==> config.mk <==
export PLATFORM = sky130hd
export DESIGN_NAME = ahp_host_port
export DESIGN_NICKNAME = d
export VERILOG_FILES = /design/src/logic/ahp_pkg.sv /design/src/logic/ahp_host_port.sv
export VERILOG_INCLUDE_DIRS = /design/src /design/src/logic
export SDC_FILE = /design/constraint.sdc
export NUM_CORES = 1
export LEC_CHECK = 0
export ABC_AREA = 1
export BUFFER_PORTS_ARGS = -buffer_cell sky130_fd_sc_hd__buf_2
export CORE_MARGIN = 4
export CORE_UTILIZATION = 30
export CTS_CLUSTER_DIAMETER = 80
export DETAILED_ROUTE_END_ITERATION = 10
export PLACE_DENSITY = 0.49
export SETUP_SLACK_MARGIN = 0.15
export SYNTH_ARGS = -nofsm -noshare
export SYNTH_HDL_FRONTEND = slang
export SYNTH_SLANG_ARGS = --single-unit
export TNS_END_PERCENT = 10
==> constraint.sdc <==
create_clock -name core_clk -period 2.2 [get_ports core_clk]
set_clock_uncertainty 0.15 [all_clocks]
set_input_delay 0.11 -clock core_clk [delete_from_list [all_inputs] [get_ports core_clk]]
set_output_delay 0.11 -clock core_clk [all_outputs]
set_load 0.05 [all_outputs]
==> src/logic/ahp_map.svh <==
// Purpose: Address map, field positions and reset values of the host port
// Assumes: Included by the host port design file and the testbench
// Notes:   Definitions only
`ifndef AHP_MAP_SVH
`define AHP_MAP_SVH

// ------------------------------------------------------------
// Register addresses
// ------------------------------------------------------------
`define AHP_A_GMASK     13'h0000
`define AHP_A_FR_STAT   13'h0001
`define AHP_A_FR_MASK   13'h0002
`define AHP_A_LIU_STAT  13'h0003
`define AHP_A_LIU_MASK  13'h0004
`define AHP_A_BERT_STAT 13'h0005
`define AHP_A_BERT_MASK 13'h0006
`define AHP_A_CLK_CFG   13'h0007
`define AHP_A_SCRATCH   13'h0008

// ------------------------------------------------------------
// Groups, fields and reset values
// ------------------------------------------------------------
`define AHP_GRP_FR      2'h0
`define AHP_GRP_LIU     2'h1
`define AHP_GRP_BERT    2'h2
`define AHP_NUM_GRP     3
`define AHP_CFG_MCLK_MULTIPLIER_SEL_0    0
`define AHP_CFG_MCLK_MULTIPLIER_SEL_1    1
`define AHP_CFG_BASE    2
`define AHP_BYTE_RST    8'h00
`define AHP_BYTE_NONE   8'h00
`define AHP_ADDR_RST    13'h0000

`endif

==> src/logic/ahp_pkg.sv <==
// Purpose: Types shared by the host port design
// Assumes: Nothing
// Notes:   Constants live in ahp_map.svh
package ahp_pkg;

    typedef struct packed {
        logic chip_select_n;
        logic read_or_data_strobe_n;
        logic write_or_direction_n;
    } ahp_strobe_type;

    typedef struct packed {
        logic [7:0] framer;
        logic [7:0] liu;
        logic [7:0] bert;
    } ahp_event_type;

    typedef struct packed {
        logic       stat;
        logic       mask;
        logic [1:0] grp;
    } ahp_dec_type;

    typedef enum logic [1:0] {
        AHP_IDLE  = 2'h0,
        AHP_WRITE = 2'h1
    } ahp_state_type;

    typedef enum logic [1:0] {
        AHP_ADAPT_NONE = 2'h0,
        AHP_ADAPT_DOWN = 2'h1,
        AHP_ADAPT_UP   = 2'h3
    } ahp_adapt_type;

endpackage

==> src/logic/ahp_host_port.sv <==
// Purpose: Eight-bit parallel register port with interrupt and clock config
// Assumes: All pins synchronous to core_clk; srst synchronous active high
// Notes:   Status registers are write-one-to-clear; new events win over clears
`timescale 1ns/100ps
`include "ahp_map.svh"

// What this block does
// - Eight-bit data bus, bit 7 most significant
// - Chip select low qualifies every strobe
// - Drive read data while read and select low
// - Write captured at write strobe rising edge
// - Unmasked pending event pulls interrupt low
// - Interrupt released once all sources cleared
// - Global and per-group masks block events
// - Bus style pin picks strobe timing
// - Multiplier and base-rate bits name master clock
// - Adapt master clock rate between line rates
module ahp_host_port (
    input  wire logic                    core_clk,
    input  wire logic                    srst,
    input  wire logic                    clk_en,
    input  wire logic [12:0]             reg_addr,
    input  wire logic [7:0]              data_in,
    output logic      [7:0]              data_out,
    output logic                         data_oe,
    input  wire ahp_pkg::ahp_strobe_type strobe,
    input  wire logic                    bus_style_select,
    input  wire ahp_pkg::ahp_event_type  events,
    input  wire logic                    line_mode_e1,
    output logic                         irq_out_n_o,
    output logic                         irq_out_n_oe,
    output logic                         mclk_multiplier_sel_0,
    output logic                         mclk_multiplier_sel_1,
    output logic                         base_rate_select,
    output ahp_pkg::ahp_adapt_type       rate_adapt
);

    // ------------------------------------------------------------
    // Address decoding
    // ------------------------------------------------------------
    function automatic ahp_pkg::ahp_dec_type ahp_decode(input logic [12:0] a);
        ahp_pkg::ahp_dec_type d;
        d = '0;
        if (a == `AHP_A_FR_STAT)
        begin
            d.stat = 1'b1;
            d.grp  = `AHP_GRP_FR;
        end
        else if (a == `AHP_A_FR_MASK)
        begin
            d.mask = 1'b1;
            d.grp  = `AHP_GRP_FR;
        end
        else if (a == `AHP_A_LIU_STAT)
        begin
            d.stat = 1'b1;
            d.grp  = `AHP_GRP_LIU;
        end
        else if (a == `AHP_A_LIU_MASK)
        begin
            d.mask = 1'b1;
            d.grp  = `AHP_GRP_LIU;
        end
        else if (a == `AHP_A_BERT_STAT)
        begin
            d.stat = 1'b1;
            d.grp  = `AHP_GRP_BERT;
        end
        else if (a == `AHP_A_BERT_MASK)
        begin
            d.mask = 1'b1;
            d.grp  = `AHP_GRP_BERT;
        end
        return d;
    endfunction

    // ------------------------------------------------------------
    // Strobe interpretation
    // ------------------------------------------------------------
    logic                   selected;
    logic                   strobe_low;
    logic                   dir_read;
    logic                   rd_req;
    logic                   wr_low;
    logic                   commit;
    ahp_pkg::ahp_state_type state;
    ahp_pkg::ahp_state_type next_state;
    logic [12:0]            addr_q;
    logic [7:0]             data_q;

    assign selected   = ~strobe.chip_select_n;
    assign strobe_low = ~strobe.read_or_data_strobe_n;
    assign dir_read   = strobe.write_or_direction_n;
    assign rd_req = bus_style_select ? (selected & strobe_low & dir_read) : (selected & strobe_low);
    assign wr_low = bus_style_select ? (selected & strobe_low & ~dir_read)
                                     : (selected & ~strobe.write_or_direction_n);
    assign commit = (state == ahp_pkg::AHP_WRITE) & selected & ~wr_low;

    always_comb
    begin
        next_state = state;
        case (state)
            ahp_pkg::AHP_IDLE:
                if (wr_low)
                    next_state = ahp_pkg::AHP_WRITE;
            ahp_pkg::AHP_WRITE:
                if (!wr_low)
                    next_state = ahp_pkg::AHP_IDLE;
            default:
                next_state = ahp_pkg::AHP_IDLE;
        endcase
    end

    always_ff @(posedge core_clk)
    begin
        if (srst)
            state <= ahp_pkg::AHP_IDLE;
        else if (clk_en)
            state <= next_state;
    end

    always_ff @(posedge core_clk)
    begin
        if (srst)
        begin
            addr_q <= `AHP_ADDR_RST;
            data_q <= `AHP_BYTE_RST;
        end
        else if (clk_en && wr_low)
        begin
            addr_q <= reg_addr;
            data_q <= data_in;
        end
    end

    // ------------------------------------------------------------
    // Register file
    // ------------------------------------------------------------
    ahp_pkg::ahp_dec_type   wr_dec;
    ahp_pkg::ahp_dec_type   rd_dec;
    logic [7:0]             gmask;
    logic [7:0]             clk_cfg;
    logic [7:0]             scratch;
    logic [7:0]             stat [`AHP_NUM_GRP];
    logic [7:0]             mask [`AHP_NUM_GRP];
    logic [7:0]             evt  [`AHP_NUM_GRP];
    logic [`AHP_NUM_GRP-1:0] grp_irq;

    assign wr_dec = ahp_decode(addr_q);
    assign rd_dec = ahp_decode(reg_addr);
    assign evt[`AHP_GRP_FR]   = events.framer;
    assign evt[`AHP_GRP_LIU]  = events.liu;
    assign evt[`AHP_GRP_BERT] = events.bert;

    always_ff @(posedge core_clk)
    begin
        if (srst)
        begin
            gmask   <= `AHP_BYTE_RST;
            clk_cfg <= `AHP_BYTE_RST;
            scratch <= `AHP_BYTE_RST;
        end
        else if (clk_en && commit)
        begin
            if (addr_q == `AHP_A_GMASK)
                gmask <= data_q;
            if (addr_q == `AHP_A_CLK_CFG)
                clk_cfg <= data_q;
            if (addr_q == `AHP_A_SCRATCH)
                scratch <= data_q;
        end
    end

    generate
        for (genvar g = 0; g < `AHP_NUM_GRP; g++)
        begin : g_grp
            logic [7:0] clr;
            logic [7:0] next_stat;
            assign clr       = (commit && wr_dec.stat && wr_dec.grp == 2'(g)) ? data_q : `AHP_BYTE_NONE;
            assign next_stat = (stat[g] & ~clr) | evt[g];
            assign grp_irq[g] = gmask[g] & (|(stat[g] & mask[g]));
            always_ff @(posedge core_clk)
            begin
                if (srst)
                begin
                    stat[g] <= `AHP_BYTE_RST;
                    mask[g] <= `AHP_BYTE_RST;
                end
                else if (clk_en)
                begin
                    stat[g] <= next_stat;
                    if (commit && wr_dec.mask && wr_dec.grp == 2'(g))
                        mask[g] <= data_q;
                end
            end
        end
    endgenerate

    // ------------------------------------------------------------
    // Read path and interrupt
    // ------------------------------------------------------------
    logic [7:0]             rd_mux;
    ahp_pkg::ahp_adapt_type next_adapt;

    assign rd_mux = rd_dec.stat                  ? stat[rd_dec.grp] :
                    rd_dec.mask                  ? mask[rd_dec.grp] :
                    (reg_addr == `AHP_A_GMASK)   ? gmask :
                    (reg_addr == `AHP_A_CLK_CFG) ? clk_cfg :
                    (reg_addr == `AHP_A_SCRATCH) ? scratch : `AHP_BYTE_NONE;

    always_ff @(posedge core_clk)
    begin
        if (srst)
            data_out <= `AHP_BYTE_RST;
        else if (clk_en)
            data_out <= rd_mux;
    end

    assign data_oe = rd_req;

    assign irq_out_n_o  = 1'b0;
    assign irq_out_n_oe = |grp_irq;

    // ------------------------------------------------------------
    // Master clock configuration
    // ------------------------------------------------------------
    // adapt base rate to line
    assign next_adapt = ( clk_cfg[`AHP_CFG_BASE] && !line_mode_e1) ? ahp_pkg::AHP_ADAPT_DOWN :
                        (!clk_cfg[`AHP_CFG_BASE] &&  line_mode_e1) ? ahp_pkg::AHP_ADAPT_UP :
                        ahp_pkg::AHP_ADAPT_NONE;

    always_ff @(posedge core_clk)
    begin
        if (srst)
        begin
            mclk_multiplier_sel_0 <= 1'b0;
            mclk_multiplier_sel_1 <= 1'b0;
            base_rate_select      <= 1'b0;
            rate_adapt            <= ahp_pkg::AHP_ADAPT_NONE;
        end
        else if (clk_en)
        begin
            mclk_multiplier_sel_0 <= clk_cfg[`AHP_CFG_MCLK_MULTIPLIER_SEL_0];
            mclk_multiplier_sel_1 <= clk_cfg[`AHP_CFG_MCLK_MULTIPLIER_SEL_1];
            base_rate_select      <= clk_cfg[`AHP_CFG_BASE];
            rate_adapt            <= next_adapt;
        end
    end
endmodule // ahp_host_port

==> results of run 1 <==
==> cells by family (layout without fill, tap and decap cells) <==
logic type,count (synthesis),in the layout
and+or+nand+nor,369,370
other,1,1
buffers and inverters,114,255
AOI/OAI and AO/OA,127,127
adders and majority gates,1,1
DFF,107,107
==> what timing repair did <==
item | 4_1_cts | 5_1_grt
gates resized for setup | 1 | 48
hold buffers | 47 | 0
buffers inserted | 0 | 14
pin swaps | 0 | 15
endpoints found under the hold margin | 47 | 0
setup endpoints to repair | 18 | 62
cloned | 0 | 3
==> layer usage <==
layer	GRT usage, %	wire length, um	vias up	share of wire, %
li1	-	-	2665	-
met2	28.12	8372	112	46
met4	4.460	318	0	1.7
met1	25.15	8954	2460	49
met5	0	0	-	0
met3	1.984	721	18	3.9
==> synth_stat cells <==
cell type	n
or2_2	1
nand4_1	14
clkbuf_1	12
nand2_1	140
a211oi_1	1
o21ai_0	46
buf_6	6
o21ai_1	4
nand4_2	2
nand2_8	1
buf_2	5
nor3_1	3
conb_1	1
nand3_1	88
inv_2	6
nor3_4	1
ha_1	1
a21oi_1	64
inv_4	1
nand4_4	3
nor2_2	10
dfxtp_1	59
edfxtp_1	48
o22ai_1	2
buf_4	4
a221oi_1	4
nand3_2	3
o21ai_4	1
nor2_8	1
nor2_4	2
nor3_2	2
nor2_1	93
inv_1	80
nand2_2	5
a22o_1	5
==> sequential cells by signal, summed over array words and instances (netlist names) <==
| name | cells |
|---|---|
| rate_adapt | 2 |
| mclk_multiplier_sel_0 | 1 |
| scratch | 8 |
| stat | 24 |
| addr_q | 13 |
| gmask | 8 |
| mclk_multiplier_sel_1 | 1 |
| mask | 24 |
| clk_cfg | 8 |
| data_out | 8 |
| base_rate_select | 1 |
| data_q | 8 |
| state | 1 |
==> layout make-up <==
| cell class | count | area (sq um) |
|---|---|---|
| clock buffers | 12 | 266.5 |
| clock inverters | 4 | 30.03 |
| fillers | 1859 | 10750 |
| inverters | 87 | 340.3 |
| multi-input cells | 499 | 2610 |
| flip-flops and latches | 107 | 2628 |
| well taps | 229 | 286.5 |
| repair buffers | 152 | 1174 |
==> worst max-delay path, delay by kind of cell (launching register included) <==
kind | cells | cell delay [ns]
AOI/OAI and AO/OA | 2 | 0.49
and+or+nand+nor | 3 | 0.23
buffers and inverters | 1 | 0.21
DFF | 1 | 0.47
==> final timing paths <==
check / slack, ns / to / cells after the start
worst max-delay path: 0.20 / irq_out_n_oe / 6
worst min-delay path: 0.05 / addr_q[1] / 3
worst max register to register: 0.21 / stat[1][6] / 11
worst min register to register: 0.29 / clk_cfg[6] / 2
==> per-stage QoR <==
stage | utilization (%) | setup slack, ns | cell area (sq um)
after floorplan | - | 0.3571 | 5557
after global placement | 34.35 | 0.1221 | 6213
after detailed placement | 34.35 | 0.09416 | 6213
after CTS | 38.61 | 0.1446 | 6983
after global routing | 40.55 | 0.06835 | 7335
final | 40.55 | 0.1955 | 7335
==> layout by cell type (no fill, tap or decap), types with 11 or more instances in the layout <==
cell type	n
dlygate4sd3_1	47
dfxtp_1	57
nor2_1	88
a21oi_1	59
nand3_1	85
edfxtp_1	48
inv_1	78
nand2_1	131
nor2_2	12
buf_2	66
buf_4	32
nand4_1	14
clkbuf_16	11
o21ai_0	46
==> power by group <==
group / internal, W / switching (W)
Sequential: 0.00215 / 0.0000886
Combinational: 0.000201 / 0.000280
Clock: 0.000871 / 0.000773
==> out/qor.csv, run 1 <==
metric;value;unit
sequential fraction of the synthesis area;47.20;%
Synth Register Bits;107;
drt wl/cell;16.85;um
post-synthesis mux area share;0;%
Max-cap violations;0;
initial antenna violation count;0;
Yosys cell types;35;
first-pass GRT wire length;27590;um
crit path kind;flip-flop to output port;
Worst-Margin Slew;0.6852;ns
vias in the first global route;4838;
Pre-antenna DRT Iters;5;
period utilization;91.11;%
# nets final;910;
GP Congestion;0.9082;
Worst path max stage delay;0.47;ns
largest net degree at the start of global routing;36;
WL final;18370;um
non-filler cells, final;1090;
Setup crit start kind;flip-flop;
XOR/XNOR Fraction of Synth Area;0;%
final-report hold violation count;0;
final setup vio count;0;
Syn Std Cell Area;5557;sq um
Worst-path clk slew;0.07;ns
Worst VDD drop;0.3292;mV
Crit path top cell by count;nand2_1;
reg-to-reg critical path startpoint;addr_q[4];
final hold slack;0.05108;ns
die area;20760;sq um
Longest Clk Path Bufs;2;
clock sink count;107;
relative slew slack;54.27;%
Adder-Cell Fraction of Synth Area;0.2252;%
Synth area leaders;edfxtp_1, dfxtp_1, nand2_1, nand3_1, nor2_1;
# port buffers;67;
Area growth syn-to-layout;32.00;%
drt drc;0;
Crit Path Max Fanout;3;
status;completed;
row count;49;
GR Util All Layers;17.50;%
PwrDens;594.8;nW/um^2
Die X-Extent;144.1;um
CP arrival;1.74;ns
Worst-Skew Late Latency;0.36;ns
H-tree depth;3;
slowest CP cell;edfxtp_1;
Min Clock Period, post-route;2.004;ns
GRT Residual Overflow;0;
diodes inserted;0;
post-synthesis simple-gate area fraction;31.23;%
cts bufs inserted;9;
DP Wirelength;12770;um
dominant cell type by area after synthesis;edfxtp_1;
f_max;498.9;MHz
Slew Viols, Final;0;
combinational family with the most area after synthesis;simple AND/OR/NAND/NOR gates;
starting density of the core;30.72;%
cell chain of the critical path;a22o_1, a221oi_1, nand2_1, nand2_1, nand3_1, buf_4;
Compound-Gate Fraction of Synth Area;12.34;%
hold_sp;reg_addr[1];
data required time of the critical path;1.94;ns
DRT antenna net count;0;
CP Launch Point;stat[2][6];
io pins;69;
P_leak;3.130;nW
Placed Cells;1010;
share of cells above drive strength 1;22.07;%
Hold WC Path Type;primary input to flip-flop;
RSZ-0062 raised after global routing;yes;
Clock Tree Root;clkbuf_16;
1st-iter DRT viols;390;
top-area cell type share of the netlist area;25.94;%
Die Ht;144.1;um
Core Area;18090;sq um
syn nets;773;
setup TNS;0;ns
Total Power;0.004363;W
Mapped Cells;719;
Syn. warnings;0;
CTS tree;yes;
drt via density;4.821;
Avg Synthesized Cell Area;7.728;sq um
Vias;5255;
CP Capture Type;output port;
Power figures use the tool's default switching activity.
==> run 2, diff against run 1 <==
--- a/config.mk
+++ b/config.mk
@@ -13,6 +13,7 @@
 export CTS_CLUSTER_DIAMETER = 80
 export DETAILED_ROUTE_END_ITERATION = 10
 export PLACE_DENSITY = 0.49
+export RECOVER_POWER = 100
 export SETUP_SLACK_MARGIN = 0.15
 export SYNTH_ARGS = -nofsm -noshare
 export SYNTH_HDL_FRONTEND = slang
==> run 2 against run 1 <==
  * Critical endpoint is now mask[2][2]
  * Core utilization is 0.62 points lower
  * Flip-flop and latch count did not move
  * Clock power about the same
  * Routed wire length about the same
  * Sequential power hardly changed
  * Worst setup slack worse by 0.042 ns
  * Combinational power down 4%
  * Worst hold slack gained 0.0014 ns
  * Via count grew 0.63%
  * Largest power group unchanged
  * Register-to-register slack lost 0.06 ns
==> out/qor.csv, run 2 (synthesis results as in run 1) <==
metric;value;unit
status;completed;
Slew Viols, Final;0;
share of cells above drive strength 1;18.70;%
Comb power frac;10.6;%
final setup vio count;0;
most frequent cells in the layout;nand2_1, nor2_1, nand3_1, inv_1, a21oi_1;
cts bufs inserted;9;
cell chain of the critical path;nor2_2, nand3_1, nor2_4, nand3_1, nand2_4, buf_4, nand3_1, nand2_1, clkbuf_2;
setup TNS;0;ns
io pins;69;
Pre-antenna DRT Iters;5;
Clock Tree Root;clkbuf_16;
DRT antenna net count;0;
clock group share of total power;37.8;%
# nets final;910;
drt wl/cell;16.85;um
PwrDens;600.9;nW/um^2
DP Wirelength;12770;um
Worst-Skew Late Latency;0.35;ns
vias in the first global route;4838;
Worst-Margin Slew;0.7626;ns
period utilization;93.03;%
register area;2628;sq um
Crit path top cell by count;nand3_1;
fillers;1883;
crit path kind;flip-flop to flip-flop;
Vias;5288;
Longest Clk Path Bufs;2;
die area;20760;sq um
relative slew slack;49.16;%
sw frac;26.01;%
f_max;488.6;MHz
most common cell after layout, fill and taps aside;nand2_1;
initial antenna violation count;0;
CP Capture Type;flip-flop;
Core Area;18090;sq um
row count;49;
final hold slack;0.05247;ns
area taken by multi-input logic gates;2545;sq um
CP arrival;1.94;ns
P_leak;3.035;nW
GR Util All Layers;17.50;%
1st-iter DRT viols;389;
slowest CP cell;dfxtp_1;
CTS tree;yes;
drt via density;4.851;
GP Congestion;0.9082;
Area growth syn-to-layout;29.99;%
worst setup margin;0.1534;ns
sw power;0.001129;W
Crit Path Max Fanout;8;
Internal;0.003211;W
Worst path max stage delay;0.32;ns
Max-cap violations;0;
data required time of the critical path;2.10;ns
GRT Residual Overflow;0;
Regs by FF count;mask (24), stat (24), addr_q (13);
H-tree depth;3;
drt drc;0;
diodes inserted;0;
Die X-Extent;144.1;um
RSZ-0062 raised after global routing;yes;
Total Power;0.004340;W
WL final;18370;um
final-report hold violation count;0;
starting density of the core;30.72;%
Setup crit start kind;flip-flop;
Worst VDD drop;0.3325;mV
first-pass GRT wire length;27590;um
largest net degree at the start of global routing;36;
Die Ht;144.1;um
Hold WC Path Type;primary input to flip-flop;
# port buffers;67;
Worst-path clk slew;0.08;ns
clock sink count;107;
Flop pwr share;51.6;%
Min Clock Period, post-route;2.047;ns
post-placement setup slack;0.09416;ns
[run 2: cell type report]
| type | count | share of cell area [%] |
|---|---|---|
| multi-input combinational | 499 | 35.23 |
| clock inverter | 4 | 0.4157 |
| inverter | 87 | 4.712 |
| sequential | 107 | 36.38 |
| clock buffer | 12 | 3.690 |
| tap | 229 | 3.967 |
| timing repair buffer | 152 | 15.61 |
[run 2: path summary, 6_finish.rpt]
kind | depth (start not counted) | end | slack, ns | start
setup reg to reg | 9 | mask[2][2] | 0.15 | addr_q[9]
hold reg to reg | 2 | clk_cfg[6] | 0.29 | clk_cfg[6]
hold / removal | 3 | addr_q[1] | 0.05 | reg_addr[1]
setup / recovery | 9 | mask[2][2] | 0.15 | addr_q[9]
[run 2: metal layers]
| layer | up-vias | wire length [um] | global-route usage, % |
|---|---|---|---|
| li1 | 2660 | - | - |
| met1 | 2488 | 8880 | 25.15 |
| met2 | 122 | 8448 | 28.12 |
| met3 | 18 | 727 | 1.984 |
| met4 | 0 | 314 | 4.460 |
| met5 | - | 0 | 0 |
[run 2: power groups by stage]
stage	Clock, W	Combinational [W]	Sequential, W
final	0.00164	0.000461	0.00224
after global routing	0.00175	0.000508	0.00225
after CTS	0.00167	0.000445	0.00223
after detailed placement	0	0.000381	0.00228
after global placement	0	0.000378	0.00228
after floorplan	0	0.000232	0.00224
[run 2: what timing repair did]
action,in CTS,in global routing
gates cloned,0,3
hold buffers,47,0
pin swaps,0,15
endpoints found under the hold margin,47,0
gates resized for setup,1,48
setup endpoints to repair,18,62
buffers inserted,0,14
[run 2: critical path: cells and delay by family (launching register included)]
| family | cells | cell delay, ns |
|---|---|---|
| buffers and inverters | 2 | 0.37 |
| flip-flops | 1 | 0.32 |
| AND/OR/NAND/NOR | 7 | 0.90 |
[run 2: through the flow]
step / util (%) / cells / cell area [sq um]
finish: 39.94 / 1090 / 7223
global route: 39.94 / 1090 / 7223
CTS: 38.61 / 1073 / 6983
detailed placement: 34.35 / 1010 / 6213
global placement: 34.35 / 1010 / 6213
floorplan: - / 719 / 5557
==> run 3, diff against run 2 <==
--- a/config.mk
+++ b/config.mk
@@ -12,7 +12,8 @@
 export CORE_UTILIZATION = 30
 export CTS_CLUSTER_DIAMETER = 80
 export DETAILED_ROUTE_END_ITERATION = 10
-export PLACE_DENSITY = 0.49
+export HOLD_SLACK_MARGIN = 0.12
+export PLACE_DENSITY = 0.5
 export RECOVER_POWER = 100
 export SETUP_SLACK_MARGIN = 0.15
 export SYNTH_ARGS = -nofsm -noshare
==> constraint.sdc (replaced) <==
create_clock -name core_clk -period 1.8 [get_ports core_clk]
set_clock_uncertainty 0.15 [all_clocks]
set_input_delay 0.09 -clock core_clk [delete_from_list [all_inputs] [get_ports core_clk]]
set_output_delay 0.09 -clock core_clk [all_outputs]
set_load 0.05 [all_outputs]
==> run 3 against run 2 <==
  * The flow now finishes with violations (setup timing)
  * Global-route usage increased by 0.22 points
  * Fmax up 4.5%
  * Die area unchanged
  * Critical path type unchanged
  * Largest cell class is now multi-input gates
  * Highest routed layer unchanged
==> out/qor.csv, run 3 (synthesis results as in run 1) <==
metric;value;unit
Crit Path Max Fanout;12;
io pins;69;
fillers;1858;
crit path kind;flip-flop to flip-flop;
non-filler cells, final;1123;
RSZ-0062 raised after global routing;yes;
most common cell after layout, fill and taps aside;nand2_1;
CP Capture Type;flip-flop;
cts bufs inserted;9;
Longest Clk Path Bufs;2;
GP Congestion;0.9568;
Core Area;18090;sq um
period utilization;108.8;%
final-report hold violation count;0;
Regs by FF count;mask (24), stat (24), addr_q (13);
P_leak;3.260;nW
final setup vio count;73;
Max-cap violations;0;
Clock Tree Root;clkbuf_16;
WL final;18150;um
relative slew slack;48.72;%
die area;20760;sq um
CTS tree;yes;
Pre-antenna DRT Iters;6;
Min Clock Period, post-route;1.959;ns
starting density of the core;30.72;%
status;finished with violations;
data required time of the critical path;1.77;ns
first-pass GRT wire length;28130;um
Slew Viols, Final;0;
Vias;5312;
# nets final;943;
drt via density;4.730;
GRT Residual Overflow;0;
Worst-Skew Late Latency;0.36;ns
CP arrival;1.93;ns
drt drc;0;
1st-iter DRT viols;371;
PwrDens;691.0;nW/um^2
Reg2Reg Depth;11;
DRT antenna net count;0;
GR Util All Layers;17.72;%
Hold WC Path Type;primary input to flip-flop;
Worst VDD drop;0.4229;mV
most frequent cells in the layout;nand2_1, nand3_1, inv_1, nor2_1, dfxtp_1;
Area growth syn-to-layout;38.62;%
DP Wirelength;13150;um
vias in the first global route;5104;
final hold slack;0.1398;ns
Setup crit start kind;flip-flop;
initial antenna violation count;0;
diodes inserted;0;
post-placement setup slack;-0.2149;ns
Die X-Extent;144.1;um
setup TNS;-7.594;ns
row count;49;
WHS Path Cells;5;
Worst-path clk slew;0.07;ns
Total Power;0.005323;W
Worst-Margin Slew;0.7693;ns
Placed Cells;1054;
# port buffers;67;
Die Ht;144.1;um
failing checks;setup timing;
share of cells above drive strength 1;24.94;%
clock sink count;107;
drt wl/cell;16.16;um
worst setup margin;-0.1590;ns
H-tree depth;3;
largest net degree at the start of global routing;26;
f_max;510.5;MHz
## run 3: cell types whose count changed in the layout (fill, tap and decap cells not counted), sizes merged
| cell | previous run | this run |
|---|---|---|
| buf | 81 | 116 |
| clkbuf | 36 | 31 |
| clkinv | 2 | 3 |
| clkinvlp | 1 | 0 |
| dlygate4sd3 | 47 | 49 |
| inv | 88 | 90 |
| nand2 | 147 | 146 |
## run 3: final timing paths
path	endpoint	slack, ns	from
setup / recovery	stat[1][6]	-0.16	addr_q[9]
hold / removal	data_out[7]	0.14	srst
setup reg to reg	stat[1][6]	-0.16	addr_q[9]
hold reg to reg	scratch[6]	0.30	scratch[6]
## run 3: metrics by stage
step           area (sq um)  utilization [%]
2_1_floorplan          5562                -
3_3_place_gp           6624            36.62
3_5_place_dp           6624            36.62
4_1_cts                7496            41.45
5_1_grt                7702            42.59
6_report               7702            42.59
## run 3: critical path, stage by stage, from the launching register on
cell       delay, ns
dfxtp_2         0.34
nor2_4          0.12
nand3_2         0.10
nor2_4          0.21
nand2_2         0.11
nand3_2         0.08
nand2_2         0.06
clkinv_4        0.11
clkbuf_16       0.17
nand3_1         0.08
a21oi_2         0.14
nor2_1          0.05
## run 3: repair_timing
| item | 4_1_cts | 5_1_grt |
|---|---|---|
| endpoints found under the hold margin | 48 | 0 |
| setup buffers | 1 | 1 |
| hold buffers | 49 | 0 |
| resized for setup | 22 | 58 |
| setup endpoints to repair | 97 | 97 |
| gates cloned | 0 | 2 |
| pin swaps | 2 | 17 |
## run 3: layout make-up
class                   count  area (sq um)  share of cell area, %
inverters                  87         334.1                  4.337
well taps                 229         286.5                  3.720
clock inverters             6         47.55                 0.6173
flip-flops and latches    107          2630                  34.15
multi-input cells         498          2681                  34.81
repair buffers            186          1494                  19.40
clock buffers              10         229.0                  2.973
## run 3: metal layers
| layer | part of all wire (%) | global-route usage (%) | wire length, um | up-vias |
|---|---|---|---|---|
| li1 | - | - | - | 2731 |
| met1 | 48 | 25.31 | 8714 | 2423 |
| met2 | 45 | 27.76 | 8230 | 136 |
| met3 | 4.4 | 2.612 | 802 | 22 |
| met4 | 2.2 | 5.451 | 402 | 0 |
| met5 | 0 | 0 | 0 | - |
## run 3: where the power goes
part | switching (W) | internal (W) | total, W
Combinational | 0.000356 | 0.000300 | 0.000655
Clock | 0.000968 | 0.000958 | 0.00193
Sequential | 0.000112 | 0.00263 | 0.00274
Total | 0.00144 | 0.00389 | 0.00532
